[src/common/cpwm_defines.vh]
`ifndef CPWM_DEFINES_VH
`define CPWM_DEFINES_VH

// Register offsets on the plain register port
`define CPWM_ADDR_W             8
`define CPWM_OFF_GLOBAL_IRQ     8'h0B
`define CPWM_OFF_FLAGS_ONE      8'h0C
`define CPWM_OFF_FLAGS_TWO      8'h0D
`define CPWM_OFF_T1_LOW         8'h0E
`define CPWM_OFF_T1_HIGH        8'h0F
`define CPWM_OFF_T1_CTRL        8'h10
`define CPWM_OFF_U1_LOW         8'h15
`define CPWM_OFF_U1_HIGH        8'h16
`define CPWM_OFF_U1_CTRL        8'h17
`define CPWM_OFF_U2_LOW         8'h1B
`define CPWM_OFF_U2_HIGH        8'h1C
`define CPWM_OFF_U2_CTRL        8'h1D
`define CPWM_OFF_PORTC_DIR      8'h87
`define CPWM_OFF_ENABLES_ONE    8'h8C
`define CPWM_OFF_ENABLES_TWO    8'h8D
`define CPWM_OFF_T2_COUNT       8'h30
`define CPWM_OFF_T2_CTRL        8'h31
`define CPWM_OFF_T2_PERIOD      8'h32
`define CPWM_OFF_CLEAR_ONE      8'h33
`define CPWM_OFF_CLEAR_TWO      8'h34

// Reset values
`define CPWM_RST_ZERO           8'h00
`define CPWM_RST_PORTC_DIR      8'hFF
`define CPWM_RST_T2_PERIOD      8'hFF

// Field positions
`define CPWM_BIT_T1_OVF         0
`define CPWM_BIT_T2_HIT         1
`define CPWM_BIT_U1_MATCH       2
`define CPWM_BIT_U2_MATCH       0
`define CPWM_BIT_GIE            7
`define CPWM_BIT_PEIE           6
`define CPWM_BIT_T1_ON          0
`define CPWM_BIT_T2_ON          2
`define CPWM_BIT_U1_DIR         2
`define CPWM_BIT_U2_DIR         1
`define CPWM_CTRL_MASK          8'h3F
`define CPWM_GIC_MASK           8'hC0
`define CPWM_T1CTRL_MASK        8'h3F
`define CPWM_T2CTRL_MASK        8'h07

// Unit mode field codes
`define CPWM_MODE_OFF           4'h0
`define CPWM_MODE_CMP_SET       4'h8
`define CPWM_MODE_CMP_CLR       4'h9
`define CPWM_MODE_CMP_SOFT      4'hA
`define CPWM_MODE_CMP_TRIG      4'hB
`define CPWM_MODE_CMP_HI        2'b10
`define CPWM_MODE_PWM_HI        2'b11

// Timer-two prescale selections and their terminal counts
`define CPWM_PRE_DIV1           2'b00
`define CPWM_PRE_DIV4           2'b01
`define CPWM_PRE_LAST_DIV1      4'h0
`define CPWM_PRE_LAST_DIV4      4'h3
`define CPWM_PRE_LAST_DIV16     4'hF
`define CPWM_PHASE_LAST         2'h3

`endif

[src/logic/cpwm_unit.v]
`timescale 1ns/1ps
module cpwm_unit (
    input  wire        mclk,
    input  wire        reset_n,
    input  wire        ce,
    input  wire [3:0]  mode,
    input  wire        ctrl_zero_wr,
    input  wire [15:0] value,
    input  wire [15:0] count,
    input  wire [9:0]  duty,
    input  wire [9:0]  phase,
    input  wire        period_hit,
    output wire        hit,
    output wire        trigger,
    output wire        pin_level
);
`include "cpwm_defines.vh"

    reg       latch;
    reg       pwm_q;
    reg [9:0] duty_lat;

    wire cmp_mode = (mode[3:2] == `CPWM_MODE_CMP_HI);
    wire pwm_mode = (mode[3:2] == `CPWM_MODE_PWM_HI);

    // Equality every cycle; zero mode yields nothing
    assign hit       = cmp_mode & (value == count);
    assign trigger   = hit & (mode == `CPWM_MODE_CMP_TRIG);
    assign pin_level = pwm_mode ? pwm_q : latch;

    ////////////////////////////////////////////////////////////////////////
    // Compare output latch; a zeroed control wins over any match
    always @(posedge mclk or negedge reset_n) begin
        if (!reset_n) begin
            latch <= 1'b0;
        end else if (ce) begin
            if (ctrl_zero_wr || mode == `CPWM_MODE_OFF) begin
                latch <= 1'b0;
            end else if (hit && mode == `CPWM_MODE_CMP_SET) begin
                latch <= 1'b1;
            end else if (hit && mode == `CPWM_MODE_CMP_CLR) begin
                latch <= 1'b0;
            end
        end
    end

    ////////////////////////////////////////////////////////////////////////
    // Duty is reloaded only at period end, so a mid-period write never glitches
    always @(posedge mclk or negedge reset_n) begin
        if (!reset_n) begin
            pwm_q    <= 1'b0;
            duty_lat <= 10'h000;
        end else if (ce) begin
            if (!pwm_mode) begin
                pwm_q <= 1'b0;
            end else if (period_hit) begin
                duty_lat <= duty;
                pwm_q    <= (duty != 10'h000);
            end else if (phase == duty_lat - 10'h001) begin                 // Registered level, so stop one phase early
                pwm_q <= 1'b0;
            end
        end
    end

endmodule // cpwm_unit

[src/logic/cpwm_top.v]
// What this block does
// - Compare value with timer-one count every cycle
// - Match drives pin high, low, or unchanged
// - Match flag set in same cycle
// - Zeroing control register forces latch low
// - Software-interrupt mode: flag only, pin untouched
// - Unit-one trigger clears timer-one count
// - Unit-two trigger clears timer, starts conversion
// - Trigger reset never sets timer overflow flag
// - Timer-two prescaler divides by 1, 4, 16
//
// Decided for this implementation: the address-and-strobe port.
`timescale 1ns/1ps
module cpwm_top (
    input  wire       mclk,
    input  wire       reset_n,
    input  wire       ce,
    input  wire [7:0] addr,
    input  wire [7:0] wdata,
    input  wire       wr,
    input  wire       rd,
    output reg  [7:0] rdata,
    input  wire       adc_enabled,
    output reg        adc_start,
    output reg        unit1_output_pin,
    output reg        unit1_output_pin_oe_n,
    output reg        unit2_output_pin,
    output reg        unit2_output_pin_oe_n,
    output reg        irq
);
`include "cpwm_defines.vh"

    ////////////////////////////////////////////////////////////////////////
    // Register storage
    reg  [7:0]  global_interrupt_control;
    reg  [7:0]  peripheral_flags_one;
    reg  [7:0]  peripheral_flags_two;
    reg  [15:0] timer_one_count;
    reg  [7:0]  timer_one_control;
    reg  [7:0]  unit1_value_low;
    reg  [7:0]  unit1_value_high;
    reg  [7:0]  unit1_control;
    reg  [7:0]  unit2_value_low;
    reg  [7:0]  unit2_value_high;
    reg  [7:0]  unit2_control;
    reg  [7:0]  port_c_direction;
    reg  [7:0]  peripheral_enables_one;
    reg  [7:0]  peripheral_enables_two;
    reg  [7:0]  timer_two_count;
    reg  [7:0]  timer_two_control;
    reg  [7:0]  timer_two_period;
    reg  [3:0]  pre_count;
    reg  [1:0]  phase_fine;
    reg  [7:0]  next_rdata;

    wire        u1_hit;
    wire        u1_trig;
    wire        u1_level;
    wire        u2_hit;
    wire        u2_trig;
    wire        u2_level;

    // Decoded writes
    wire wr_gic    = wr && (addr == `CPWM_OFF_GLOBAL_IRQ);
    wire wr_t1l    = wr && (addr == `CPWM_OFF_T1_LOW);
    wire wr_t1h    = wr && (addr == `CPWM_OFF_T1_HIGH);
    wire wr_t1c    = wr && (addr == `CPWM_OFF_T1_CTRL);
    wire wr_u1l    = wr && (addr == `CPWM_OFF_U1_LOW);
    wire wr_u1h    = wr && (addr == `CPWM_OFF_U1_HIGH);
    wire wr_u1c    = wr && (addr == `CPWM_OFF_U1_CTRL);
    wire wr_u2l    = wr && (addr == `CPWM_OFF_U2_LOW);
    wire wr_u2h    = wr && (addr == `CPWM_OFF_U2_HIGH);
    wire wr_u2c    = wr && (addr == `CPWM_OFF_U2_CTRL);
    wire wr_dir    = wr && (addr == `CPWM_OFF_PORTC_DIR);
    wire wr_en1    = wr && (addr == `CPWM_OFF_ENABLES_ONE);
    wire wr_en2    = wr && (addr == `CPWM_OFF_ENABLES_TWO);
    wire wr_t2cnt  = wr && (addr == `CPWM_OFF_T2_COUNT);
    wire wr_t2c    = wr && (addr == `CPWM_OFF_T2_CTRL);
    wire wr_t2p    = wr && (addr == `CPWM_OFF_T2_PERIOD);
    wire wr_clr1   = wr && (addr == `CPWM_OFF_CLEAR_ONE);
    wire wr_clr2   = wr && (addr == `CPWM_OFF_CLEAR_TWO);

    // Whole control register written as zero
    wire u1_zero_wr = wr_u1c && (wdata == `CPWM_RST_ZERO);
    wire u2_zero_wr = wr_u2c && (wdata == `CPWM_RST_ZERO);

    ////////////////////////////////////////////////////////////////////////
    // Timer two time base: fine phase runs every clock while timer two is on, the count
    // advances once per four clocks times the prescale ratio
    wire [3:0] pre_last = (timer_two_control[1:0] == `CPWM_PRE_DIV1) ? `CPWM_PRE_LAST_DIV1 :
                          (timer_two_control[1:0] == `CPWM_PRE_DIV4) ? `CPWM_PRE_LAST_DIV4 :
                                                                        `CPWM_PRE_LAST_DIV16;
    wire t2_on      = timer_two_control[`CPWM_BIT_T2_ON];
    wire t2_tick    = t2_on && (phase_fine == `CPWM_PHASE_LAST) && (pre_count == pre_last);
    wire period_hit = t2_tick && (timer_two_count == timer_two_period);
    wire [9:0] pwm_phase = {timer_two_count, phase_fine};

    always @(posedge mclk or negedge reset_n) begin
        if (!reset_n) begin
            phase_fine      <= 2'h0;
            pre_count       <= 4'h0;
            timer_two_count <= `CPWM_RST_ZERO;
        end else if (ce) begin
            if (wr_t2cnt) begin
                timer_two_count <= wdata;
                pre_count       <= 4'h0;
            end else if (t2_on) begin
                phase_fine <= phase_fine + 2'h1;
                if (phase_fine == `CPWM_PHASE_LAST) begin
                    pre_count <= (pre_count == pre_last) ? 4'h0 : pre_count + 4'h1;
                end
                if (period_hit) begin
                    timer_two_count <= `CPWM_RST_ZERO;
                end else if (t2_tick) begin
                    timer_two_count <= timer_two_count + 8'h01;
                end
            end
        end
    end

    ////////////////////////////////////////////////////////////////////////
    // Compare / PWM units, one logic block each
    cpwm_unit u_unit1 (
        .mclk         (mclk),
        .reset_n      (reset_n),
        .ce           (ce),
        .mode         (unit1_control[3:0]),
        .ctrl_zero_wr (u1_zero_wr),
        .value        ({unit1_value_high, unit1_value_low}),
        .count        (timer_one_count),
        .duty         ({unit1_value_low, unit1_control[5:4]}),
        .phase        (pwm_phase),
        .period_hit   (period_hit),
        .hit          (u1_hit),
        .trigger      (u1_trig),
        .pin_level    (u1_level)
    );

    cpwm_unit u_unit2 (
        .mclk         (mclk),
        .reset_n      (reset_n),
        .ce           (ce),
        .mode         (unit2_control[3:0]),
        .ctrl_zero_wr (u2_zero_wr),
        .value        ({unit2_value_high, unit2_value_low}),
        .count        (timer_one_count),
        .duty         ({unit2_value_low, unit2_control[5:4]}),
        .phase        (pwm_phase),
        .period_hit   (period_hit),
        .hit          (u2_hit),
        .trigger      (u2_trig),
        .pin_level    (u2_level)
    );

    ////////////////////////////////////////////////////////////////////////
    // Timer one: software write beats trigger clear beats increment.
    // Counts on mclk only, so the synchronous-mode requirement is met.
    wire t1_on    = timer_one_control[`CPWM_BIT_T1_ON];
    wire any_trig = u1_trig | u2_trig;
    wire t1_ovf   = t1_on && !any_trig && !wr_t1l && !wr_t1h &&
                    (timer_one_count == 16'hFFFF);

    always @(posedge mclk or negedge reset_n) begin
        if (!reset_n) begin
            timer_one_count <= 16'h0000;
        end else if (ce) begin
            if (wr_t1l) begin
                timer_one_count[7:0] <= wdata;
            end else if (wr_t1h) begin
                timer_one_count[15:8] <= wdata;
            end else if (any_trig) begin
                timer_one_count <= 16'h0000;
            end else if (t1_on) begin
                timer_one_count <= timer_one_count + 16'h0001;
            end
        end
    end

    ////////////////////////////////////////////////////////////////////////
    // Conversion start pulse, only while the converter is enabled
    always @(posedge mclk or negedge reset_n) begin
        if (!reset_n) begin
            adc_start <= 1'b0;
        end else if (ce) begin
            adc_start <= u2_trig & adc_enabled;
        end
    end

    ////////////////////////////////////////////////////////////////////////
    // Plain software registers
    always @(posedge mclk or negedge reset_n) begin
        if (!reset_n) begin
            global_interrupt_control <= `CPWM_RST_ZERO;
            timer_one_control        <= `CPWM_RST_ZERO;
            unit1_value_low          <= `CPWM_RST_ZERO;
            unit1_value_high         <= `CPWM_RST_ZERO;
            unit1_control            <= `CPWM_RST_ZERO;
            unit2_value_low          <= `CPWM_RST_ZERO;
            unit2_value_high         <= `CPWM_RST_ZERO;
            unit2_control            <= `CPWM_RST_ZERO;
            port_c_direction         <= `CPWM_RST_PORTC_DIR;
            peripheral_enables_one   <= `CPWM_RST_ZERO;
            peripheral_enables_two   <= `CPWM_RST_ZERO;
            timer_two_control        <= `CPWM_RST_ZERO;
            timer_two_period         <= `CPWM_RST_T2_PERIOD;
        end else if (ce) begin
            if (wr_gic) global_interrupt_control <= wdata & `CPWM_GIC_MASK;
            if (wr_t1c) timer_one_control <= wdata & `CPWM_T1CTRL_MASK;
            if (wr_u1l) unit1_value_low <= wdata;
            if (wr_u1h) unit1_value_high <= wdata;
            if (wr_u1c) unit1_control <= wdata & `CPWM_CTRL_MASK;
            if (wr_u2l) unit2_value_low <= wdata;
            if (wr_u2h) unit2_value_high <= wdata;
            if (wr_u2c) unit2_control <= wdata & `CPWM_CTRL_MASK;
            if (wr_dir) port_c_direction <= wdata;
            if (wr_en1) peripheral_enables_one <= wdata;
            if (wr_en2) peripheral_enables_two <= wdata;
            if (wr_t2c) timer_two_control <= wdata & `CPWM_T2CTRL_MASK;
            if (wr_t2p) timer_two_period <= wdata;
        end
    end

    ////////////////////////////////////////////////////////////////////////
    // Sticky flags: a set in the same cycle as its clear wins
    always @(posedge mclk or negedge reset_n) begin
        if (!reset_n) begin
            peripheral_flags_one <= `CPWM_RST_ZERO;
            peripheral_flags_two <= `CPWM_RST_ZERO;
        end else if (ce) begin
            peripheral_flags_one <= (peripheral_flags_one & ~(wr_clr1 ? wdata : 8'h00))
                | ({7'h00, t1_ovf} << `CPWM_BIT_T1_OVF)
                | ({7'h00, period_hit} << `CPWM_BIT_T2_HIT)
                | ({7'h00, u1_hit} << `CPWM_BIT_U1_MATCH);
            peripheral_flags_two <= (peripheral_flags_two & ~(wr_clr2 ? wdata : 8'h00))
                | ({7'h00, u2_hit} << `CPWM_BIT_U2_MATCH);
        end
    end

    ////////////////////////////////////////////////////////////////////////
    // Interrupt level, gated by global and peripheral enables
    wire pend = |(peripheral_flags_one & peripheral_enables_one) |
                |(peripheral_flags_two & peripheral_enables_two);

    always @(posedge mclk or negedge reset_n) begin
        if (!reset_n) begin
            irq <= 1'b0;
        end else if (ce) begin
            irq <= pend & global_interrupt_control[`CPWM_BIT_GIE]
                        & global_interrupt_control[`CPWM_BIT_PEIE];
        end
    end

    ////////////////////////////////////////////////////////////////////////
    // Pins: the direction bit decides drive; pin follows the latch (the PWM level in PWM mode),
    // so it lags the match flag and the latch by one clock each
    always @(posedge mclk or negedge reset_n) begin
        if (!reset_n) begin
            unit1_output_pin      <= 1'b0;
            unit1_output_pin_oe_n <= 1'b1;
            unit2_output_pin      <= 1'b0;
            unit2_output_pin_oe_n <= 1'b1;
        end else if (ce) begin
            unit1_output_pin      <= u1_level;
            unit1_output_pin_oe_n <= port_c_direction[`CPWM_BIT_U1_DIR];
            unit2_output_pin      <= u2_level;
            unit2_output_pin_oe_n <= port_c_direction[`CPWM_BIT_U2_DIR];
        end
    end

    ////////////////////////////////////////////////////////////////////////
    // Read mux; unmapped and write-only addresses read zero
    always @* begin
        case (addr)
            `CPWM_OFF_GLOBAL_IRQ:   next_rdata = global_interrupt_control;
            `CPWM_OFF_FLAGS_ONE:    next_rdata = peripheral_flags_one;
            `CPWM_OFF_FLAGS_TWO:    next_rdata = peripheral_flags_two;
            `CPWM_OFF_T1_LOW:       next_rdata = timer_one_count[7:0];
            `CPWM_OFF_T1_HIGH:      next_rdata = timer_one_count[15:8];
            `CPWM_OFF_T1_CTRL:      next_rdata = timer_one_control;
            `CPWM_OFF_U1_LOW:       next_rdata = unit1_value_low;
            `CPWM_OFF_U1_HIGH:      next_rdata = unit1_value_high;
            `CPWM_OFF_U1_CTRL:      next_rdata = unit1_control;
            `CPWM_OFF_U2_LOW:       next_rdata = unit2_value_low;
            `CPWM_OFF_U2_HIGH:      next_rdata = unit2_value_high;
            `CPWM_OFF_U2_CTRL:      next_rdata = unit2_control;
            `CPWM_OFF_PORTC_DIR:    next_rdata = port_c_direction;
            `CPWM_OFF_ENABLES_ONE:  next_rdata = peripheral_enables_one;
            `CPWM_OFF_ENABLES_TWO:  next_rdata = peripheral_enables_two;
            `CPWM_OFF_T2_COUNT:     next_rdata = timer_two_count;
            `CPWM_OFF_T2_CTRL:      next_rdata = timer_two_control;
            `CPWM_OFF_T2_PERIOD:    next_rdata = timer_two_period;
            default:                next_rdata = 8'h00;
        endcase
    end

    // Read data stands only in the cycle after the strobe
    always @(posedge mclk or negedge reset_n) begin
        if (!reset_n) begin
            rdata <= 8'h00;
        end else if (ce) begin
            rdata <= rd ? next_rdata : 8'h00;
        end
    end

endmodule // cpwm_top

[config.mk]
export PLATFORM = sky130hd
export DESIGN_NAME = cpwm_top
export DESIGN_NICKNAME = d
export VERILOG_FILES = /design/src/logic/cpwm_unit.v /design/src/logic/cpwm_top.v
export VERILOG_INCLUDE_DIRS = /design/src /design/src/common
export SDC_FILE = /design/constraint.sdc
export NUM_CORES = 1
export LEC_CHECK = 0
export BUFFER_PORTS_ARGS = -buffer_cell sky130_fd_sc_hd__buf_2
export CAP_MARGIN = 5
export CORE_UTILIZATION = 40
export DETAILED_ROUTE_END_ITERATION = 6
export GPL_TIMING_DRIVEN = 0
export PLACE_DENSITY_LB_ADDON = 0.05
export SLEW_MARGIN = 15
export SYNTH_ARGS = -nofsm -noshare
export SYNTH_HDL_FRONTEND = slang
export SYNTH_SLANG_ARGS = --single-unit
export TNS_END_PERCENT = 1
[constraint.sdc]
create_clock -name mclk -period 2.44 [get_ports mclk]
set_clock_uncertainty 0.15 [all_clocks]
set_input_delay 0.488 -clock mclk [delete_from_list [all_inputs] [get_ports mclk]]
set_output_delay 0.488 -clock mclk [all_outputs]
set_load 0.01 [all_outputs]
==> metrics.cfg, run 1 <==
[power]
power.leakage_nw = 5.21
intPower_mw = 4.91
p_seq_share_pct = 45.5
clockPowerShare_pct = 45.5
power_mw = 6.65
p_per_area_nw_per_um2 = 572
vdd_drop_max_uv = 513
switching_share_pct = 26.2
p_switching_mw = 1.74
p_comb_share_pct = 9.0

[die]
die_height_um = 161
die_area_um2 = 26100
pin_count = 36
die_w_um = 161
start_util_pct = 41.3
coreArea_um2 = 24600
rows = 57

[clock_tree]
cts_tree = done
clkSinkCount = 171
clkTransAtPathRegs_ns = 0.07
clk_latency_ns = 0.43
htreeDepth = 4
cts_buffers = 17
cts_root_buf = clkbuf_16
clockBufferDepth = 2

[placement]
port_buffers = 29
dp_cells = 1288
dpl.hpwl_mm = 25.6
place_area_um2 = 10800
gp_congestion = 0.908

[timing]
rsz0062_at_grt = yes
tightest_slew_ns = 1.04
post-route-min-period_ns = 2.51
timing.fmax_ghz = 0.398
slew_viol_final = 0
finalHoldViolCount = 0
tns_ns = -0.473
worst_slack_ns = -0.0694
relSlewSlack_pct = 30.6
setup_viol = 11
period_share_pct = 103

[worst_setup_path]
required_ns = 2.57
crit_path_end_kind = register
worstPathArrival_ns = 2.64
reg2reg_slack_ns = -0.07
crit_fanout = 6
crit_type = register to register
startpoint_type = register

[run_status]
outcome = finished with violations
violations = setup timing

[yosys]
ys_ff_latch = 171
yosys-top-cells-area = dfrtp_1 (38%), mux2_2 (12%), dfstp_2 (4.7%), xor2_1 (3.3%), xnor2_1 (2.7%)
netlist_instances = 932
netlist_area_um2 = 10200
ys_seq_area_share_pct = 42.3
synth_top_cell_by_area = dfrtp_1
synth_top_area_share_pct = 37.7
postSynthAreaPerCell_um2 = 10.9
synthDistinctLibCells = 89
syn_nets = 960
synthArstFlopShare_pct = 100
yosys_most_used_dff = dfrtp_1
yosysWarnings = 0
synth_edf_count = 0

[routing]
viasPerCell = 6.08
dr.pass1.iters = 6
initialDrtViolationCount = 910
route.detailed.drc = 0
wl_per_cell_um = 26.8
vias = 8019
routed_wl_mm = 35.4
ant_nets = 0

[finish]
antenna_cells = 0
utilization_pct = 47.3
fillers = 2340
seqCellArea_um2 = 4310
area_delta_synth_final_pct = 14.5
stdcell_area_um2 = 11600
multi_input_area_um2 = 5550
final_cells = 1320
drive_gt1_share_pct = 31.9
fin_nets = 1011

[run]
drv_cap = 0

[grt]
antenna_found_initial = 0
grt_pass1_wl_mm = 53.1
grt_max_degree = 64
globalRouteTotalUtil_pct = 28.0
grt-ovfl-total = 0
grt_pass1_vias = 7841

[worst_hold_path]
hold_class = primary input to register

[critical path: stages, from the launching register on]
cell and delay [ns]:
dfrtp_1 0.37, buf_6 0.14, xor2_1 0.14, nor4_1 0.33, nand3_1 0.24, or2_1 0.34
o221a_4 0.30, a41oi_1 0.22, o221ai_1 0.12
[sequential cells by signal, indices dropped and copies added (netlist names), 3 cells and up]
signal and cells:
unit1_value_low 8, unit2_value_low 8, u_unit1.duty_lat 10, u_unit2.duty_lat 10, peripheral_flags_two 8, timer_one_control 6, unit1_control 6, peripheral_flags_one 8
timer_one_count 16, peripheral_enables_one 8, peripheral_enables_two 8, unit2_control 6, port_c_direction 8, unit2_value_high 8, timer_two_count 8, timer_two_control 3
unit1_value_high 8, rdata 8, timer_two_period 8, pre_count 4
[final timing paths]
check	start	to	depth (start not counted)
worst max-delay path	timer_one_count[15]	timer_one_count[3]	8
min in group asynchronous	reset_n	u_unit2.duty_lat[3]	2
worst max register to register	timer_one_count[15]	timer_one_count[3]	8
worst min-delay path	adc_enabled	adc_start	3
worst min register to register	adc_start	adc_start	2
max in group asynchronous	reset_n	port_c_direction[4]	3
[metal layers]
layer,track usage (%),wire length (um),vias to the layer above
li1,-,-,3610
met1,39.2,16100,4108
met2,43.7,16400,245
met3,3.60,1640,54
met4,11.4,1160,2
met5,0,46,-
[layout make-up]
| class | count | share of cell area (%) |
|---|---|---|
| Sequential cell | 171 | 37.0 |
| Clock buffer | 20 | 3.92 |
| Multi-Input combinational cell | 687 | 47.7 |
| Inverter | 16 | 0.516 |
| Tap cell | 324 | 3.48 |
| Buffer | 52 | 3.44 |
| Timing Repair Buffer | 38 | 2.28 |
| Clock inverter | 12 | 1.60 |
[Yosys cell counts (all sizes together) (7+ instances only)]
master	number
dfrtp	153
mux2	118
nand2	64
nor2	42
xor2	38
nand3	36
nor3	33
clkbuf	32
xnor2	31
o21ai	30
buf	25
nor4	24
a21oi	23
a22oi	21
and3	21
nand4	21
a22o	18
dfstp	18
inv	16
a21boi	14
a222oi	12
a221oi	9
nor2b	9
nor3b	8
or3	8
and2	7
or2	7
[through the flow]
step	setup WS, ns	hold WS, ns
finish	-0.0694	0.187
global route	-0.160	0.197
CTS	-0.210	0.179
detailed placement	-0.846	0.279
global placement	-2.25	0.325
floorplan	0.0346	0.0424
[cells in the final DEF, fill, tap and decap left out, types with 27 or more instances in the layout]
master   Yosys  routed
xor2_1      38      37
o21ai_0     28      27
buf_2        8      32
nand2_1     56      55
nand3_1     36      34
mux2_2     110     110
xnor2_1     31      31
nor2_1      35      32
dfrtp_1    153     145
[logic make-up after synthesis]
family	after synthesis	synth area share, %
fa+ha+maj	6	0.738
compound gates	188	14.6
flops	171	42.3
mux	125	14.2
xor+xnor	69	5.94
simple gates	299	17.9
buf+inv	74	4.38
[power groups by stage]
stage	Sequential, mW	Combinational, mW	Clock (mW)
after floorplan	3.02	0.338	0
after global placement	3.07	0.563	0
after detailed placement	3.07	0.579	0
after CTS	3.02	0.594	3.06
after global routing	3.03	0.648	3.17
final	3.03	0.596	3.03
[timing repair]
item,4_1_cts,5_1_grt
pin swaps,11,6
gates cloned,0,0
buffers inserted,1,4
endpoints found under the hold margin,46,0
resized for setup,23,31
hold buffers,1,0
setup endpoints to repair,121,61
No activity file was read; power rests on OpenSTA's default activity.
==> run 2: changes to the inputs <==
--- a/config.mk
+++ b/config.mk
@@ -6,13 +6,12 @@
 export SDC_FILE = /design/constraint.sdc
 export NUM_CORES = 1
 export LEC_CHECK = 0
-export BUFFER_PORTS_ARGS = -buffer_cell sky130_fd_sc_hd__buf_2
 export CAP_MARGIN = 5
 export CORE_UTILIZATION = 40
 export DETAILED_ROUTE_END_ITERATION = 6
+export DONT_BUFFER_PORTS = 1
 export GPL_TIMING_DRIVEN = 0
 export PLACE_DENSITY_LB_ADDON = 0.05
-export SLEW_MARGIN = 15
 export SYNTH_ARGS = -nofsm -noshare
 export SYNTH_HDL_FRONTEND = slang
 export SYNTH_SLANG_ARGS = --single-unit
==> run 2 against run 1 <==
Effect of this change: the flow finishes with violations (hold timing, setup timing); via count rose by 0.56%; combinational power is 15% lower; power shrank 2.5%; clock power fell by 3%; core utilization up 0.076 points; cell area is 0.16% higher; clock-buffer cell count decreased by 2; fmax up 2.3%; wire length is 2.1% higher; largest cell class unchanged; largest power group unchanged; highest routed layer is now met4.
==> metrics.cfg, run 2 (synthesis gave the netlist of run 1 again) <==
[worst_setup_path]
crit_chain = xor2_1, nor4_1, nand3_1, or2_4, o221a_4, a41oi_2, o221ai_1  ; was buf_6, xor2_1, nor4_1, nand3_1, or2_1, o221a_4, a41oi_1, o221ai_1
r2r-start = timer_one_count[0]  ; was timer_one_count[15]
required_ns = 2.57  ; about the same
ff2ff_path_depth = 7  ; was 8
crit_fanout = 6  ; unchanged
reg2reg_slack_ns = -0.01  ; was -0.07 ns
worstPathArrival_ns = 2.59  ; was 2.64 ns
slowest_delay_ns = 0.48  ; was 0.37 ns
startpoint_type = register  ; unchanged
cp_num_buf_inv = 0  ; was 1
crit_slowest_cell = dfrtp_2  ; was dfrtp_1
timing.rr.end = timer_one_count[4]  ; was timer_one_count[3]
critPathTopFamily = simple AND/OR/NAND/NOR gates  ; unchanged
crit_path_end_kind = register  ; unchanged
crit_type = register to register  ; unchanged
crit_path_start = timer_one_count[0]  ; was timer_one_count[15]

[power]
p_per_area_nw_per_um2 = 556  ; was 572 nW/um2
vdd_drop_max_uv = 383  ; was 513 uV
power.leakage_nw = 5.11  ; was 5.21 nW

[timing]
relSlewSlack_pct = 25.9  ; was 30.6%
rsz0062_at_grt = yes  ; unchanged
slew_viol_final = 0  ; unchanged
worst_slack_ns = -0.0122  ; was -0.0694 ns
tightest_slew_ns = 1.11  ; was 1.04 ns
timing.fmax_ghz = 0.408  ; was 0.398 GHz
post-route-min-period_ns = 2.45  ; was 2.51 ns
tns_ns = -0.0122  ; was -0.473 ns
setup_viol = 1  ; was 11
finalHoldViolCount = 171  ; was 0
period_share_pct = 100  ; was 103%
holdWs_ns = -0.403  ; was 0.187 ns

[clock_tree]
cts_buffers = 17  ; unchanged
clockBufferDepth = 2  ; unchanged
clkTransAtPathRegs_ns = 0.07  ; about the same
cts_tree = done  ; unchanged
htreeDepth = 4  ; unchanged
clk_latency_ns = 0.44  ; was 0.43 ns
clkSinkCount = 171  ; unchanged
cts_root_buf = clkbuf_16  ; unchanged

[die]
start_util_pct = 41.3  ; unchanged
pin_count = 36  ; unchanged
coreArea_um2 = 24600  ; unchanged
rows = 57  ; unchanged
die_height_um = 161  ; unchanged
die_area_um2 = 26100  ; unchanged
die_w_um = 161  ; unchanged

[run_status]
violations = hold timing, setup timing  ; was setup timing
outcome = finished with violations  ; unchanged

[grt]
grt-ovfl-total = 0  ; unchanged
globalRouteTotalUtil_pct = 28.3  ; was 28.0%
grt_pass1_vias = 7841  ; unchanged
antenna_found_initial = 0  ; unchanged
grt_max_degree = 172  ; was 64
grt_pass1_wl_mm = 53.4  ; was 53.1 mm

[finish]
final_cell_mix = dfrtp_1 (140), mux2_2 (110), nand2_1 (55), xor2_1 (38), nor2_1 (35)  ; was dfrtp_1 (145), mux2_2 (110), nand2_1 (55), xor2_1 (37), nand3_1 (34)
top_regs = timer_one_count (16), u_unit1.duty_lat (10), u_unit2.duty_lat (10)  ; unchanged
drive_gt1_share_pct = 32.7  ; was 31.9%
largest_register = timer_one_count  ; unchanged
fillers = 2334  ; was 2340
mostFrequentLayoutCell = dfrtp_1  ; unchanged
antenna_cells = 0  ; unchanged
fin_nets = 996  ; was 1011
area_delta_synth_final_pct = 14.7  ; was 14.5%
largest_register_ffs = 16  ; unchanged

[routing]
vias = 8064  ; was 8019
initialDrtViolationCount = 820  ; was 910
wl_per_cell_um = 27.7  ; was 26.8 um
ant_nets = 0  ; unchanged
route.detailed.drc = 0  ; unchanged
routed_wl_mm = 36.1  ; was 35.4 mm
viasPerCell = 6.18  ; was 6.08
dr.pass1.iters = 5  ; was 6

[run]
drv_cap = 0  ; unchanged

[worst_hold_path]
hold_class = primary input to async pin  ; was primary input to register

[placement]
dpl.hpwl_mm = 25.6  ; about the same
gp_congestion = 0.927  ; was 0.908
port_buffers = 0  ; was 29
pre_cts_slack_ns = -0.830  ; was -0.846 ns

==> run 2: changes by cell type in the layout (fill, tap and decap cells not counted), sizes merged <==
cell,delta
clkbuf,-2
bufinv,-1
clkinv,+3
dlygate4sd3,-1
clkinvlp,-3
nand3,+2
buf,-16
inv,+3
==> run 2: how the worst max path moves through the flow <==
stage                              end  cells after the start
6_report            timer_one_count[4]                      7
5_1_grt            timer_one_count[13]                      9
4_1_cts            u_unit2.duty_lat[6]                      7
3_5_place_dp      timer_one_control[2]                      6
3_3_place_gp   peripheral_flags_two[0]                      5
2_1_floorplan         unit1_control[2]                      6
==> run 2: layout make-up <==
cell class                 count  area, um2  share of cell area [%]
buffer                        54        415                    3.56
timing repair buffer          19        163                    1.40
inverter                      16       60.1                   0.515
tap                          324        405                    3.48
multi-input combinational    689       5680                    48.7
clock inverter                14        180                    1.55
clock buffer                  18        439                    3.77
sequential                   171       4320                    37.0
==> run 2: per-layer routing <==
| layer | track usage (%) | vias up | wire length, um |
|---|---|---|---|
| met1 | 38.7 | 4183 | 15900 |
| met4 | 11.4 | 0 | 1490 |
| li1 | - | 3580 | - |
| met2 | 45.6 | 243 | 17100 |
| met3 | 3.24 | 58 | 1650 |
| met5 | 0 | - | 0 |
==> run 2: what timing repair did <==
| item | 4_1_cts | 5_1_grt |
|---|---|---|
| setup buffers | 1 | 18 |
| pin swaps | 8 | 16 |
| gates resized for setup | 27 | 52 |
| hold endpoints to repair | 171 | 171 |
| setup endpoints to repair | 135 | 47 |
| gates cloned | 0 | 2 |
==> run 2: power breakdown <==
group          total [mW]  internal (mW)  switching [mW]  leakage, nW
combinational       0.504          0.200           0.304         2.57
clock                2.95           1.66            1.29        0.299
sequential           3.03           2.91           0.119         2.24
==> run 2: metrics by stage <==
stage	std cells	power, mW	area [um2]	util (%)	hold slack, ns
final	1305	6.49	11700	47.4	-0.403
after global routing	1305	6.66	11700	47.4	-0.419
after CTS	1285	6.49	11300	45.8	-0.408
after detailed placement	1256	3.54	10600	43.0	0.0529
after global placement	1256	3.54	10600	43.0	0.0523
after floorplan	932	3.36	10200	-	0.0424
